===== src/core/pcs_pkg.sv =====
// constants, field layouts and carrier types of the process speed controller
package pcs_pkg;

   // ***************************************************************
   // timing
   // ***************************************************************
   localparam int unsigned CLK_HZ = 50_000_000;
   localparam int unsigned SAMPLE_US = 1000;
   localparam int unsigned SAMPLE_CYCLES = CLK_HZ / 1_000_000 * SAMPLE_US;
   // integral time counts in 0.1 s, derivative time in 0.01 s
   localparam int unsigned INT_UNIT_US = 100_000;
   localparam int unsigned DER_UNIT_US = 10_000;
   localparam int unsigned INT_SCALE = INT_UNIT_US / SAMPLE_US;
   localparam int unsigned DER_SCALE = DER_UNIT_US / SAMPLE_US;

   // ***************************************************************
   // register offsets
   // ***************************************************************
   localparam int ADDR_W = 6;
   localparam logic [5:0] OFF_SELECTOR = 6'h00;
   localparam logic [5:0] OFF_BAND = 6'h04;
   localparam logic [5:0] OFF_INTEGRAL = 6'h08;
   localparam logic [5:0] OFF_UPPER = 6'h0c;
   localparam logic [5:0] OFF_LOWER = 6'h10;
   localparam logic [5:0] OFF_SET_POINT = 6'h14;
   localparam logic [5:0] OFF_DERIV = 6'h18;
   localparam logic [5:0] OFF_CONTROL = 6'h1c;
   localparam logic [5:0] OFF_STATUS = 6'h20;
   localparam logic [5:0] OFF_SPEED = 6'h24;

   // ***************************************************************
   // fields and codes
   // ***************************************************************
   localparam int SETTING_OFF_BIT = 16;
   localparam int CTRL_PANEL_BIT = 0;
   localparam logic [7:0] CODE_DEV_REV = 8'h0a;
   localparam logic [7:0] CODE_DEV_FWD = 8'h0b;
   localparam logic [7:0] CODE_MEAS_REV = 8'h1e;
   localparam logic [7:0] CODE_MEAS_FWD = 8'h1f;
   localparam logic [1:0] DRV_STOP = 2'h0;
   localparam logic [1:0] DRV_FWD = 2'h1;
   localparam logic [1:0] DRV_REV = 2'h2;

   // ***************************************************************
   // ranges (percent in 0.1 %, times in their own units)
   // ***************************************************************
   localparam logic [15:0] BAND_MIN = 16'h0001;
   localparam logic [15:0] BAND_MAX = 16'h2710;
   localparam logic [15:0] INT_MIN = 16'h0001;
   localparam logic [15:0] INT_MAX = 16'h8ca0;
   localparam logic [15:0] DER_MIN = 16'h0001;
   localparam logic [15:0] DER_MAX = 16'h03e8;
   localparam logic [15:0] PCT_MAX = 16'h03e8;
   localparam int unsigned GAIN_SCALE = 1000;
   localparam logic signed [47:0] SPEED_MAX = 48'sh0000_0000_03e8;

   // ***************************************************************
   // reset values
   // ***************************************************************
   localparam logic [7:0] RST_SELECTOR = 8'h0a;
   localparam logic [16:0] RST_BAND = 17'h003e8;
   localparam logic [16:0] RST_INTEGRAL = 17'h0000a;
   localparam logic [16:0] RST_UPPER = 17'h10000;
   localparam logic [16:0] RST_LOWER = 17'h10000;
   localparam logic [15:0] RST_SET_POINT = 16'h0000;
   localparam logic [16:0] RST_DERIV = 17'h10000;
   localparam logic RST_PANEL = 1'b0;

   // ***************************************************************
   // carriers
   // ***************************************************************
   typedef struct packed {
      logic off;
      logic [15:0] value;
   } pcs_setting_t;

   typedef struct packed {
      logic dir;
      logic lower;
      logic upper;
      logic active;
   } pcs_status_t;

endpackage : pcs_pkg


===== src/core/pcs_sync.sv =====
// two-flop synchroniser for a level arriving from a pin
`timescale 1ns/10ps
module pcs_sync (
   input wire logic clk,
   input wire logic reset,
   input wire logic din,
   output logic dout
);
   logic meta;

   always_ff @(posedge clk) begin
      if (reset) begin
         meta <= 1'b0;
         dout <= 1'b0;
      end else begin
         meta <= din;
         dout <= meta;
      end
   end
endmodule : pcs_sync


===== src/core/pcs_divider.sv =====
// unsigned restoring divider, one quotient bit per clock
`timescale 1ns/10ps
module pcs_divider #(
   parameter int NW = 48,
   parameter int DW = 32
) (
   input wire logic clk,
   input wire logic reset,
   input wire logic start,
   input wire logic [NW-1:0] num,
   input wire logic [DW-1:0] den,
   output logic [NW-1:0] quo,
   output logic done
);
   logic [DW:0] rem;
   logic [NW-1:0] shreg;
   logic [DW-1:0] dreg;
   logic [6:0] count;
   logic busy;
   logic [DW:0] trial;

   always_comb begin
      trial = {rem[DW-1:0], shreg[NW-1]};
   end

   always_ff @(posedge clk) begin
      if (reset) begin
         busy <= 1'b0;
         done <= 1'b0;
         rem <= '0;
         shreg <= '0;
         dreg <= '0;
         count <= 7'h00;
         quo <= '0;
      end else begin
         done <= 1'b0;
         if (start && !busy) begin
            busy <= 1'b1;
            rem <= '0;
            shreg <= num;
            dreg <= den;
            count <= 7'(NW);
         end else if (busy) begin
            // a zero divisor yields all ones; the caller never passes one
            if (trial >= {1'b0, dreg}) begin
               rem <= trial - {1'b0, dreg};
               shreg <= {shreg[NW-2:0], 1'b1};
            end else begin
               rem <= trial;
               shreg <= {shreg[NW-2:0], 1'b0};
            end
            count <= count - 7'h01;
            if (count == 7'h01) begin
               busy <= 1'b0;
               done <= 1'b1;
               quo <= {shreg[NW-2:0], (trial >= {1'b0, dreg})};
            end
         end
      end
   end
endmodule : pcs_divider


===== src/core/pcs_controller.sv =====
// process PID speed controller: settings registers, error, terms, limits
`timescale 1ns/10ps
// Operation
// - only selector codes 10, 11, 30, 31 are accepted and enable control
// - codes 10/11: feedback input is the error itself
// - codes 30/31: feedback is measured value, set point comes separately
// - error is set point minus measured value
// - band spans 0.1 to 1000 %; off value removes the proportional term
// - integral time 0.1 to 3600 s, default 1 s; off removes integral term
// - derivative time 0.01 to 10 s, default off; off removes derivative
// - output is the sum of enabled terms
// - reverse action: positive error raises the speed command
// - forward action: negative error raises the speed command
// - codes 10 and 30 are reverse action, 11 and 31 forward
// - proportional gain is the reciprocal of the band
// - control runs only while selection input is on, else normal speed
// - direction output high in forward rotation, low in reverse or stop; code also holds it low while control is off
// - codes 30/31: upper flag when measured value exceeds upper limit; code raises it only while control runs
// - codes 30/31: lower flag when measured value falls below lower limit; code raises it only while control runs
// - panel operation uses a stored set point of 0 to 100 %
module pcs_controller #(
   parameter int unsigned SAMPLE_COUNT = pcs_pkg::SAMPLE_CYCLES
) (
   input wire logic clk,
   input wire logic reset,
   input wire logic [5:0] addr,
   input wire logic [31:0] wdata,
   input wire logic wr,
   input wire logic rd,
   output logic [31:0] rdata,
   input wire logic pid_select_input,
   input wire logic [1:0] drive_state,
   input wire logic signed [15:0] feedback_in,
   input wire logic [15:0] set_point_in,
   input wire logic signed [15:0] base_speed,
   output logic signed [15:0] speed_cmd,
   output logic pid_active,
   output logic pid_direction_output,
   output logic upper_limit_flag,
   output logic lower_limit_flag
);
   typedef enum logic [1:0] {ST_IDLE, ST_DIV_P, ST_DIV_I, ST_SUM} pcs_state_t;

   function automatic logic in_span(input logic [15:0] v, input logic [15:0] lo, input logic [15:0] hi);
      in_span = (v >= lo) && (v <= hi);
   endfunction : in_span

   function automatic logic signed [47:0] clamp(input logic signed [47:0] v, input logic signed [47:0] lim);
      if (v > lim) begin
         clamp = lim;
      end else if (v < -lim) begin
         clamp = -lim;
      end else begin
         clamp = v;
      end
   endfunction : clamp

   // ***************************************************************
   // settings registers
   // ***************************************************************
   logic [7:0] pid_action_selector;
   pcs_pkg::pcs_setting_t proportional_band_setting;
   pcs_pkg::pcs_setting_t integral_time_setting;
   pcs_pkg::pcs_setting_t upper_limit_setting;
   pcs_pkg::pcs_setting_t lower_limit_setting;
   pcs_pkg::pcs_setting_t derivative_time_setting;
   logic [15:0] panel_set_point;
   logic use_panel;
   logic [15:0] wval;
   logic woff;

   assign wval = wdata[15:0];
   assign woff = wdata[pcs_pkg::SETTING_OFF_BIT];

   always_ff @(posedge clk) begin
      if (reset) begin
         pid_action_selector <= pcs_pkg::RST_SELECTOR;
      end else if (wr && addr == pcs_pkg::OFF_SELECTOR) begin
         case (wdata[7:0])
            pcs_pkg::CODE_DEV_REV, pcs_pkg::CODE_DEV_FWD,
            pcs_pkg::CODE_MEAS_REV, pcs_pkg::CODE_MEAS_FWD: pid_action_selector <= wdata[7:0];
            default: pid_action_selector <= pid_action_selector;
         endcase
      end
   end

   // out-of-span writes are ignored so the divisors never reach zero
   always_ff @(posedge clk) begin
      if (reset) begin
         proportional_band_setting <= pcs_pkg::RST_BAND;
         integral_time_setting <= pcs_pkg::RST_INTEGRAL;
         derivative_time_setting <= pcs_pkg::RST_DERIV;
      end else if (wr) begin
         if (addr == pcs_pkg::OFF_BAND && (woff || in_span(wval, pcs_pkg::BAND_MIN, pcs_pkg::BAND_MAX))) begin
            proportional_band_setting <= {woff, wval};
         end
         if (addr == pcs_pkg::OFF_INTEGRAL && (woff || in_span(wval, pcs_pkg::INT_MIN, pcs_pkg::INT_MAX))) begin
            integral_time_setting <= {woff, wval};
         end
         if (addr == pcs_pkg::OFF_DERIV && (woff || in_span(wval, pcs_pkg::DER_MIN, pcs_pkg::DER_MAX))) begin
            derivative_time_setting <= {woff, wval};
         end
      end
   end

   always_ff @(posedge clk) begin
      if (reset) begin
         upper_limit_setting <= pcs_pkg::RST_UPPER;
         lower_limit_setting <= pcs_pkg::RST_LOWER;
         panel_set_point <= pcs_pkg::RST_SET_POINT;
         use_panel <= pcs_pkg::RST_PANEL;
      end else if (wr) begin
         if (addr == pcs_pkg::OFF_UPPER && (woff || wval <= pcs_pkg::PCT_MAX)) begin
            upper_limit_setting <= {woff, wval};
         end
         if (addr == pcs_pkg::OFF_LOWER && (woff || wval <= pcs_pkg::PCT_MAX)) begin
            lower_limit_setting <= {woff, wval};
         end
         if (addr == pcs_pkg::OFF_SET_POINT && wval <= pcs_pkg::PCT_MAX) begin
            panel_set_point <= wval;
         end
         if (addr == pcs_pkg::OFF_CONTROL) begin
            use_panel <= wdata[pcs_pkg::CTRL_PANEL_BIT];
         end
      end
   end

   // ***************************************************************
   // mode decode and error
   // ***************************************************************
   logic select_sync;
   logic meas_mode;
   logic forward_action;
   logic enabled;
   logic signed [16:0] err;
   logic signed [16:0] set_point;

   pcs_sync u_select_sync (
      .clk(clk),
      .reset(reset),
      .din(pid_select_input),
      .dout(select_sync)
   );

   assign meas_mode = pid_action_selector == pcs_pkg::CODE_MEAS_REV
      || pid_action_selector == pcs_pkg::CODE_MEAS_FWD;
   assign forward_action = pid_action_selector == pcs_pkg::CODE_DEV_FWD
      || pid_action_selector == pcs_pkg::CODE_MEAS_FWD;
   assign enabled = select_sync;
   assign set_point = use_panel ? $signed({1'b0, panel_set_point}) : $signed({1'b0, set_point_in});
   // deviation modes take the input as the error; measured modes subtract
   assign err = meas_mode ? set_point - 17'(feedback_in) : 17'(feedback_in);

   // ***************************************************************
   // sampled term computation
   // ***************************************************************
   pcs_state_t state;
   logic [16:0] tick;
   logic div_start;
   logic [47:0] div_num;
   logic [31:0] div_den;
   logic [47:0] div_quo;
   logic div_done;
   logic signed [47:0] p_term;
   logic signed [47:0] p_prev;
   logic signed [47:0] i_acc;
   logic signed [47:0] i_lim;
   logic signed [47:0] i_next_acc;
   logic signed [47:0] i_term;
   logic signed [47:0] d_term;
   logic signed [47:0] next_sum;
   logic signed [16:0] err_hold;
   logic neg_hold;
   logic i_wait;
   logic signed [47:0] p_used;

   pcs_divider #(.NW(48), .DW(32)) u_divider (
      .clk(clk),
      .reset(reset),
      .start(div_start),
      .num(div_num),
      .den(div_den),
      .quo(div_quo),
      .done(div_done)
   );

   // anti-windup bound keeps the integral term within full speed
   assign i_lim = $signed(48'(integral_time_setting.value) * 48'(pcs_pkg::INT_SCALE)) * pcs_pkg::SPEED_MAX;
   assign i_next_acc = clamp(i_acc + p_term, i_lim);
   assign d_term = derivative_time_setting.off ? 48'sh0
      : (p_term - p_prev) * $signed(48'(derivative_time_setting.value) * 48'(pcs_pkg::DER_SCALE));
   assign next_sum = clamp(p_used + i_term + d_term, pcs_pkg::SPEED_MAX);

   always_ff @(posedge clk) begin
      if (reset || !enabled || tick == 17'(SAMPLE_COUNT - 1)) begin
         tick <= 17'h00000;
      end else begin
         tick <= tick + 17'h00001;
      end
   end

   always_ff @(posedge clk) begin
      if (reset) begin
         state <= ST_IDLE;
         div_start <= 1'b0;
         div_num <= '0;
         div_den <= '0;
         err_hold <= '0;
         neg_hold <= 1'b0;
         p_term <= '0;
         p_prev <= '0;
         i_acc <= '0;
         i_term <= '0;
         i_wait <= 1'b0;
      end else if (!enabled) begin
         state <= ST_IDLE;
         div_start <= 1'b0;
         p_term <= '0;
         p_prev <= '0;
         i_acc <= '0;
         i_term <= '0;
         i_wait <= 1'b0;
      end else begin
         div_start <= 1'b0;
         case (state)
            ST_IDLE: begin
               if (tick == 17'(SAMPLE_COUNT - 1)) begin
                  err_hold <= err;
                  p_prev <= p_term;
                  neg_hold <= err[16];
                  // gain is the band's reciprocal, 100 % band giving unity
                  div_num <= 48'(err[16] ? -err : err) * 48'(pcs_pkg::GAIN_SCALE);
                  div_den <= proportional_band_setting.off ? 32'h0000_03e8 : 32'(proportional_band_setting.value);
                  div_start <= 1'b1;
                  state <= ST_DIV_P;
               end
            end
            ST_DIV_P: begin
               if (div_done) begin
                  // a removed P term still feeds I and D at unity gain
                  p_term <= neg_hold ? -$signed(div_quo) : $signed(div_quo);
                  state <= ST_DIV_I;
               end
            end
            ST_DIV_I: begin
               if (integral_time_setting.off) begin
                  i_acc <= '0;
                  i_term <= '0;
                  i_wait <= 1'b0;
                  state <= ST_SUM;
               end else if (!i_wait) begin
                  // own flag: the divisor may equal the band, so it cannot mark a started divide
                  i_acc <= i_next_acc;
                  neg_hold <= i_next_acc[47];
                  div_num <= i_next_acc[47] ? 48'(-i_next_acc) : 48'(i_next_acc);
                  div_den <= 32'(integral_time_setting.value) * 32'(pcs_pkg::INT_SCALE);
                  div_start <= 1'b1;
                  i_wait <= 1'b1;
               end else if (div_done) begin
                  i_term <= neg_hold ? -$signed(div_quo) : $signed(div_quo);
                  i_wait <= 1'b0;
                  state <= ST_SUM;
               end
            end
            ST_SUM: begin
               state <= ST_IDLE;
            end
            default: state <= ST_IDLE;
         endcase
      end
   end

   // ***************************************************************
   // outputs
   // ***************************************************************
   assign p_used = proportional_band_setting.off ? 48'sh0 : p_term;

   always_ff @(posedge clk) begin
      if (reset) begin
         speed_cmd <= '0;
         pid_active <= 1'b0;
      end else if (!enabled) begin
         speed_cmd <= base_speed;
         pid_active <= 1'b0;
      end else begin
         pid_active <= 1'b1;
         if (state == ST_SUM) begin
            // reverse action follows the error, forward action opposes it
            speed_cmd <= forward_action ? -16'(next_sum) : 16'(next_sum);
         end
      end
   end

   always_ff @(posedge clk) begin
      if (reset) begin
         pid_direction_output <= 1'b0;
         upper_limit_flag <= 1'b0;
         lower_limit_flag <= 1'b0;
      end else begin
         pid_direction_output <= enabled && drive_state == pcs_pkg::DRV_FWD;
         upper_limit_flag <= enabled && meas_mode && !upper_limit_setting.off
            && feedback_in > $signed({1'b0, upper_limit_setting.value});
         lower_limit_flag <= enabled && meas_mode && !lower_limit_setting.off
            && feedback_in < $signed({1'b0, lower_limit_setting.value});
      end
   end

   // ***************************************************************
   // register read port
   // ***************************************************************
   pcs_pkg::pcs_status_t status;

   assign status = '{dir: pid_direction_output, lower: lower_limit_flag, upper: upper_limit_flag, active: pid_active};

   always_ff @(posedge clk) begin
      if (reset || !rd) begin
         rdata <= 32'h0000_0000;
      end else begin
         case (addr)
            pcs_pkg::OFF_SELECTOR: rdata <= {24'h000000, pid_action_selector};
            pcs_pkg::OFF_BAND: rdata <= {15'h0000, proportional_band_setting};
            pcs_pkg::OFF_INTEGRAL: rdata <= {15'h0000, integral_time_setting};
            pcs_pkg::OFF_UPPER: rdata <= {15'h0000, upper_limit_setting};
            pcs_pkg::OFF_LOWER: rdata <= {15'h0000, lower_limit_setting};
            pcs_pkg::OFF_SET_POINT: rdata <= {16'h0000, panel_set_point};
            pcs_pkg::OFF_DERIV: rdata <= {15'h0000, derivative_time_setting};
            pcs_pkg::OFF_CONTROL: rdata <= {31'h00000000, use_panel};
            pcs_pkg::OFF_STATUS: rdata <= {28'h0000000, status};
            pcs_pkg::OFF_SPEED: rdata <= {{16{speed_cmd[15]}}, speed_cmd};
            default: rdata <= 32'h0000_0000;
         endcase
      end
   end
endmodule : pcs_controller


===== config.mk =====
export PLATFORM = sky130hd
export DESIGN_NAME = pcs_controller
export DESIGN_NICKNAME = d
export VERILOG_FILES = /design/src/core/pcs_pkg.sv /design/src/core/pcs_sync.sv /design/src/core/pcs_divider.sv /design/src/core/pcs_controller.sv
export SDC_FILE = /design/constraint.sdc
export NUM_CORES = 2
export LEC_CHECK = 0
export ABC_AREA = 1
export BUFFER_PORTS_ARGS = -buffer_cell sky130_fd_sc_hd__buf_2
export CAP_MARGIN = 20
export CORE_ASPECT_RATIO = 0.6
export CORE_MARGIN = 2
export CORE_UTILIZATION = 45
export CTS_BUF_LIST = sky130_fd_sc_hd__clkbuf_8
export DETAILED_ROUTE_END_ITERATION = 12
export GPL_TIMING_DRIVEN = 0
export SLEW_MARGIN = 20
export SYNTH_ARGS = -nofsm -noshare
export SYNTH_HDL_FRONTEND = slang
export SYNTH_SLANG_ARGS = --single-unit

===== constraint.sdc =====
create_clock -name clk -period 18.24 [get_ports clk]
set_clock_uncertainty 0.15 [all_clocks]
set_input_delay 0 -clock clk [delete_from_list [all_inputs] [get_ports clk]]
set_output_delay 0 -clock clk [all_outputs]
set_load 0.01 [all_outputs]

* Word-level counts from Yosys, hierarchy flattened
Cells that the tools add are included.
** Word-level totals
- Register bits :: 627
- Logic and storage cells :: 216
- Output and inout bits :: 52
- Bits of input ports :: 93
** Cells by class
- Muxes and demuxes :: 57
- Add/sub/neg operators :: 13
- Reductions and logical operators :: 56
- Equal/unequal tests :: 30
- $mul :: 6
- Magnitude comparators :: 11
- Bitwise logic cells :: 3
** Operators with widths (count)
- $mux 48 :: 17
- $pmux 32 s10 :: 1
- $add 48x48->48 :: 3
- $mux 32 :: 4
- $mux 16 :: 7
- $neg 48->48 :: 2
- $pmux 48 s2 :: 1
- $pmux 32 s2 :: 1
- $gt 48x11->1 const B :: 1
- $gt 48x34->1 :: 1
- $lt 48x11->1 const B :: 1
- $lt 48x48->1 :: 1
- $mul 48x20->47 :: 1
- $mul 48x7->45 const B :: 1
- $neg 17->48 :: 1
- $neg 33->48 :: 1
- $sub 48x48->48 :: 1
- $mul 16x5->21 const B :: 2
- $ge 33x32->1 :: 1
- $eq 8x5->1 const B :: 4
- $sub 32x32->32 :: 1
- $mul 21x7->28 const B :: 1
- $eq 6x5->1 const B :: 4
- $eq 8x4->1 const B :: 3
- other kinds (42) :: 115

* Longest topological paths before layout
- Depth after elaboration :: 11
- Mapped depth :: 69
- Gate-level depth less buffers :: 68

* Hierarchy
A second synthesis with hierarchy kept.
** Unflattened totals
- Cell total of the unflattened synthesis :: 11166
- Area, all modules :: 78932.0 um^2
** Modules (own cells, without submodules)
- pcs_controller :: instances 1, cells each 9684, area an instance 69342.8 um^2, seq. area each 8648.3 um^2
- pcs_divider :: instances 1, cells each 1476, area an instance 9534.1 um^2, seq. area each 3383.2 um^2
- pcs_sync :: instances 1, cells each 6, area an instance 55.1 um^2, seq. area each 40.0 um^2

* Least setup slack after synthesis
OpenSTA, ideal clock, no wires.
- Kind :: register to register
- Start point :: register p_term[0]
- End point :: register speed_cmd[8]
- Buffers on the path :: 1
- Arrival time :: 11.608 ns
- Library setup time :: 0.132 ns
- Period minus slack after synthesis :: 11.890 ns
- Data required time :: 17.958 ns
- Slack :: 6.350 ns
- Cell stages (with the launch flop) :: 63
- Cell sequence :: dfxtp_1 -> inv_1 -> ha_1 -> fa_1 -> inv_1 -> nand3_1 -> nand2_1 -> nand3_1 -> nand3_1 -> a21oi_1 -> xnor2_1 -> clkinv_1 -> nor2_1 -> fa_1 -> fa_1 -> inv_1 -> fa_1 -> inv_1 -> (+27 left out) -> o2111ai_1 -> nand2_1 -> o211ai_1 -> nor2_1 -> nor2_1 -> inv_1 -> nand3_1 -> nand3_2 -> buf_2 -> nand3_1 -> ha_1 -> nand2_1 -> nor2_1 -> nand4_1 -> nand2_1 -> nand2_1 -> nand3_1 -> a21oi_1
** Between the ends
- Cells in the longest elaborated chain, start to end :: 11
- Elaborated cells between the ends (all ways) :: 14
- Classes of those cells :: add/sub: 4; mul: 1; order compare: 2; mux: 7
** Ends and longest elaborated chain
- start: declaration :: line pcs_controller.sv:164 : logic signed [47:0] p_term;
- start signal: assignment :: line pcs_controller.sv:241 : p_term <= neg_hold ? -$signed(div_quo) : $signed(div_quo);
- $sub 48x48->48 :: line pcs_controller.sv:191 : : (p_term - p_prev) * $signed(48'(derivative_time_setting.value) * 48'(pcs_pkg::DER_SCALE));
- $mul 48x20->47 :: line pcs_controller.sv:191
- $mux 48 :: line pcs_controller.sv:190 : assign d_term = derivative_time_setting.off ? 48'sh0
- $add 48x48->48 * :: line pcs_controller.sv:192 : assign next_sum = clamp(p_used + i_term + d_term, pcs_pkg::SPEED_MAX);
- $lt 48x11->1 :: line pcs_controller.sv:51 : end else if (v < -lim) begin
- $mux 16 :: line pcs_controller.sv:51
- $mux 16 * :: line pcs_controller.sv:49 : if (v > lim) begin
- $neg 16->16 :: line pcs_controller.sv:289 : speed_cmd <= forward_action ? -16'(next_sum) : 16'(next_sum);
- $mux 16 * :: line pcs_controller.sv:289
- $mux 16 * :: line pcs_controller.sv:287 : if (state == ST_SUM) begin
- $mux 16 * :: line pcs_controller.sv:282 : end else if (!enabled) begin
- end signal: assignment :: line pcs_controller.sv:283 : speed_cmd <= base_speed;
- end signal: assignment :: line pcs_controller.sv:289
- end: declaration :: line pcs_controller.sv:36 : output logic signed [15:0] speed_cmd,
Every way passes the cells marked *; elsewhere a longest branch is shown, timed or not. The select of a mux whose other input is x is not followed.
A chain may end at the register's enable or synchronous reset.

* Final worst setup path
- Start point :: register derivative_time_setting[0] (netlist bit)
- End point :: register speed_cmd[6]
** Between the ends
- Cells in the longest elaborated chain, start to end :: 11
- Elaborated cells between the ends (all ways) :: 12
- Classes of those cells :: add/sub: 2; mul: 2; order compare: 2; mux: 6
** Ends and longest elaborated chain
- start: declaration :: line pcs_controller.sv:66 : pcs_pkg::pcs_setting_t derivative_time_setting;
- start signal: assignment :: line pcs_controller.sv:92 : derivative_time_setting <= pcs_pkg::RST_DERIV;
- start signal: assignment :: line pcs_controller.sv:101 : derivative_time_setting <= {woff, wval};
- $mul 16x3->19 * :: line pcs_controller.sv:191
- $mul 48x20->47 * :: line pcs_controller.sv:191
- $mux 48 * :: line pcs_controller.sv:190
- $add 48x48->48 * :: line pcs_controller.sv:192
- $lt 48x11->1 :: line pcs_controller.sv:51
- $mux 16 :: line pcs_controller.sv:51
- $mux 16 * :: line pcs_controller.sv:49
- $neg 16->16 :: line pcs_controller.sv:289
- $mux 16 * :: line pcs_controller.sv:289
- $mux 16 * :: line pcs_controller.sv:287
- $mux 16 * :: line pcs_controller.sv:282
Marked as above.

==> impl_results.md <==
- Yosys warns: 0
- WL per Instance: approximately 26 µm
- Main synth FF type: dfxtp_1
- Status: finished, final reports clean
- Min Tclk post-route: approximately 18 ns
- Overall routing resource usage: 0.392
- CORE AREA: around 170000 µm²
- Total gr overflow: 0
- Commonest non-fill, non-tap cell in the layout: nand2_1
- Clk buf depth: 3
- Largest net degree at the start of global routing: 16
- CTS Buf Count: just under 100
- Fin crit share: 0.972
- Initial antenna violation count: 16
- Peak VDD IR: approximately 0.094 mV
- Critical path data arrival time: 18.33 ns
- Port Buffers: roughly 130
- CTS tree: yes
- Final instance area: approximately 85000 µm²
- First-pass GRT wire length: 500 mm
- Post-synthesis mux area share: 0
- DRC viols: 0
- Post-CTS Setup Inserts: 0
- Avg Cell Area, Syn: between 7 and 8 µm²
- Post-Syn Instances: roughly 11000
- Yosys cell types: between 80 and 90
- XOR/XNOR share of the synthesized area: 0.0366
- Reg clk slew, reported paths: 0.08 ns
- CP endpoint kind: flop
- Share of cells above drive strength 1: 0.0478
- Hold crit path type: in2reg
- Via Count: 77100
- Ports: 145
- Crit-path max cell delay: 1.03 ns
- Place WS: roughly 1 ns
- Root Buffer: clkbuf_8
- CTS H-tree lvls: 3
- Via/cell ratio: 5.64
- EDFF count, synth: 0
- Drt pass-1 iters: 6
- Clock Latency Late Sink: approximately 0.86 ns
- Final Slew Violations: 0
- Clock sink count: around 590
- Placer Congestion: about 1.1
- Synthesis-stage register bit count: 594
- RSZ-0062 raised after global routing: no
- Setup violations, final: 0
- Area delta synth->final: 9.79%
- Compound-Gate Fraction of Synth Area: 0.138
- Post-synthesis cell area: roughly 77000 µm²
- Die ar.: approximately 180000 µm²
- Worst-path maximum fanout: 10
- FMAX: approximately 56 MHz
- Synth Area in Simple Gates: 0.216
- Pwr dens: 59.2 nW/µm²
- Setup TNS Final: 0 ns
- Routed Antenna Nets: 0
- Detail Placement HPWL: roughly 300 mm
- Slew @ Worst Pin: 1.28 ns
- Total wire length: between 300 and 400 mm
- Die Ht: 325 µm
- Main combinational cell family by area after synthesis: adder cells
- Slew margin rel.: 0.144
- Vias in the first global route: 71900
- Adder and majority gate portion of the synthesized area: 0.333
- LEAKAGE: 43.1 nW
- FFs w/ async S/R, synth: 0
- Horiz. Die Dim: between 500 and 600 µm
- Initial drt markers: between 9000 and 10000
- CP max stage cell: xor2_1
- Hold WS: 0.0861 ns
- Setup ws final: a little over 0.5 ns
- Row count: ~120
- Initial core utilization: 0.455
- Max cap viols: 0
- Power, Total: between 5 and 6 mW
- Placed Area: about 82000 µm²
- Sequential cell area fraction in the yosys report: 0.154
- Worst EP required: ~19 ns
- Crit start category: flop
- Final hold vios: 0
- Final nets: approximately 13000
- CP Class: reg2reg
- Most frequent cells in the layout: 2189 x nand2_1, 2095 x inv_1, 1001 x nor2_1
[stage by stage]
stage / utilization / instances
after floorplan: - / 11000
after global placement: 0.478 / 13400
after detailed placement: 0.480 / 13400
after CTS: 0.499 / 13700
after global routing: 0.499 / 13700
final: 0.499 / 13700
[flip-flops by register name, summed over array words and instances, names as in the netlist, 2 cells and up]
name / flops
div_num: 48
i_acc: 48
i_term: 48
p_term: 48
u_divider.quo: 48
u_divider.shreg: 48
p_prev: 47
u_divider.rem: 32
div_den: 23
u_divider.dreg: 23
rdata: 18
derivative_time_setting: 17
integral_time_setting: 17
lower_limit_setting: 17
proportional_band_setting: 17
tick: 17
upper_limit_setting: 17
panel_set_point: 16
speed_cmd: 16
pid_action_selector: 8
u_divider.count: 7
state: 2
[critical path, delay by kind of cell, from the launching register on]
kind	cells	cell delay [ns]
fa+ha+maj	14	6.02
compound gates	14	3.99
simple gates	20	2.71
buf+inv	6	2.24
xor+xnor	3	1.74
flops	1	0.71
[layout make-up]
type / count / area [µm²]
Antenna cell: 13 / 32.5
Multi-Input combinational cell: 7937 / 56800
Timing Repair Buffer: 240 / 1790
Tap cell: 2261 / 2830
Inverter: 2119 / 7960
Clock inverter: 51 / 422
Sequential cell: 594 / 11900
Clock buffer: 128 / 1760
Fill cell: 17400 / 85200
Buffer: 342 / 1440
[repair_timing]
item,in CTS,in global routing
endpoints found under the hold margin,147,0
gates resized for setup,0,1
hold buffers,98,0
setup endpoints to repair,0,8
[synth_stat cells, drive strengths merged, types with 7 or more instances]
cell,instances,area share
a2111oi,7,0.00079
a211oi,29,0.0028
a21boi,19,0.0019
a21o,34,0.0033
a21oi,887,0.058
a221oi,14,0.0016
a22oi,10,0.00097
a31oi,62,0.0050
and3,8,0.00065
buf,58,0.0045
clkbuf,284,0.014
clkinv,32,0.0016
dfxtp,594,0.15
fa,888,0.23
ha,640,0.10
inv,2087,0.10
nand2,2223,0.11
nand3,431,0.028
nand3b,18,0.0017
nand4,99,0.0082
nor2,1021,0.051
nor3,119,0.0083
nor3b,8,0.00078
nor4,37,0.0033
o211ai,28,0.0028
o21a,19,0.0018
o21ai,640,0.042
o21bai,32,0.0032
o221ai,45,0.0051
o22ai,56,0.0045
o31ai,14,0.0014
or2,52,0.0042
xnor2,88,0.010
xor2,230,0.027
[cells by family after synthesis]
family,after synthesis
xor+xnor,318
buf+inv,2461
other cells,2
simple gates,4026
flops,594
compound gates,1925
fa+ha+maj,1528
[worst paths after layout]
kind	from	endpoint	slack, ns	cells past startpoint
worst min-delay path	wdata[5]	upper_limit_setting[5]	0.09	4
worst min register to register	tick[0]	tick[0]	0.30	1
worst max register to register	derivative_time_setting[0]	speed_cmd[6]	0.50	57
worst max-delay path	derivative_time_setting[0]	speed_cmd[6]	0.50	57
[power by group]
part           total, mW  switching (mW)  internal (mW)
clock network       1.37           0.656          0.718
registers           1.30         0.00463           1.30
logic               2.35            1.54          0.806
[routing by layer]
layer	part of all wire	track usage	wire, µm
met1	0.46	0.598	162000
met5	0.0017	0.0165	583
met2	0.35	0.481	123000
met3	0.16	0.176	54700
met4	0.028	0.0968	9940
(Power assumes the default switching activity.)
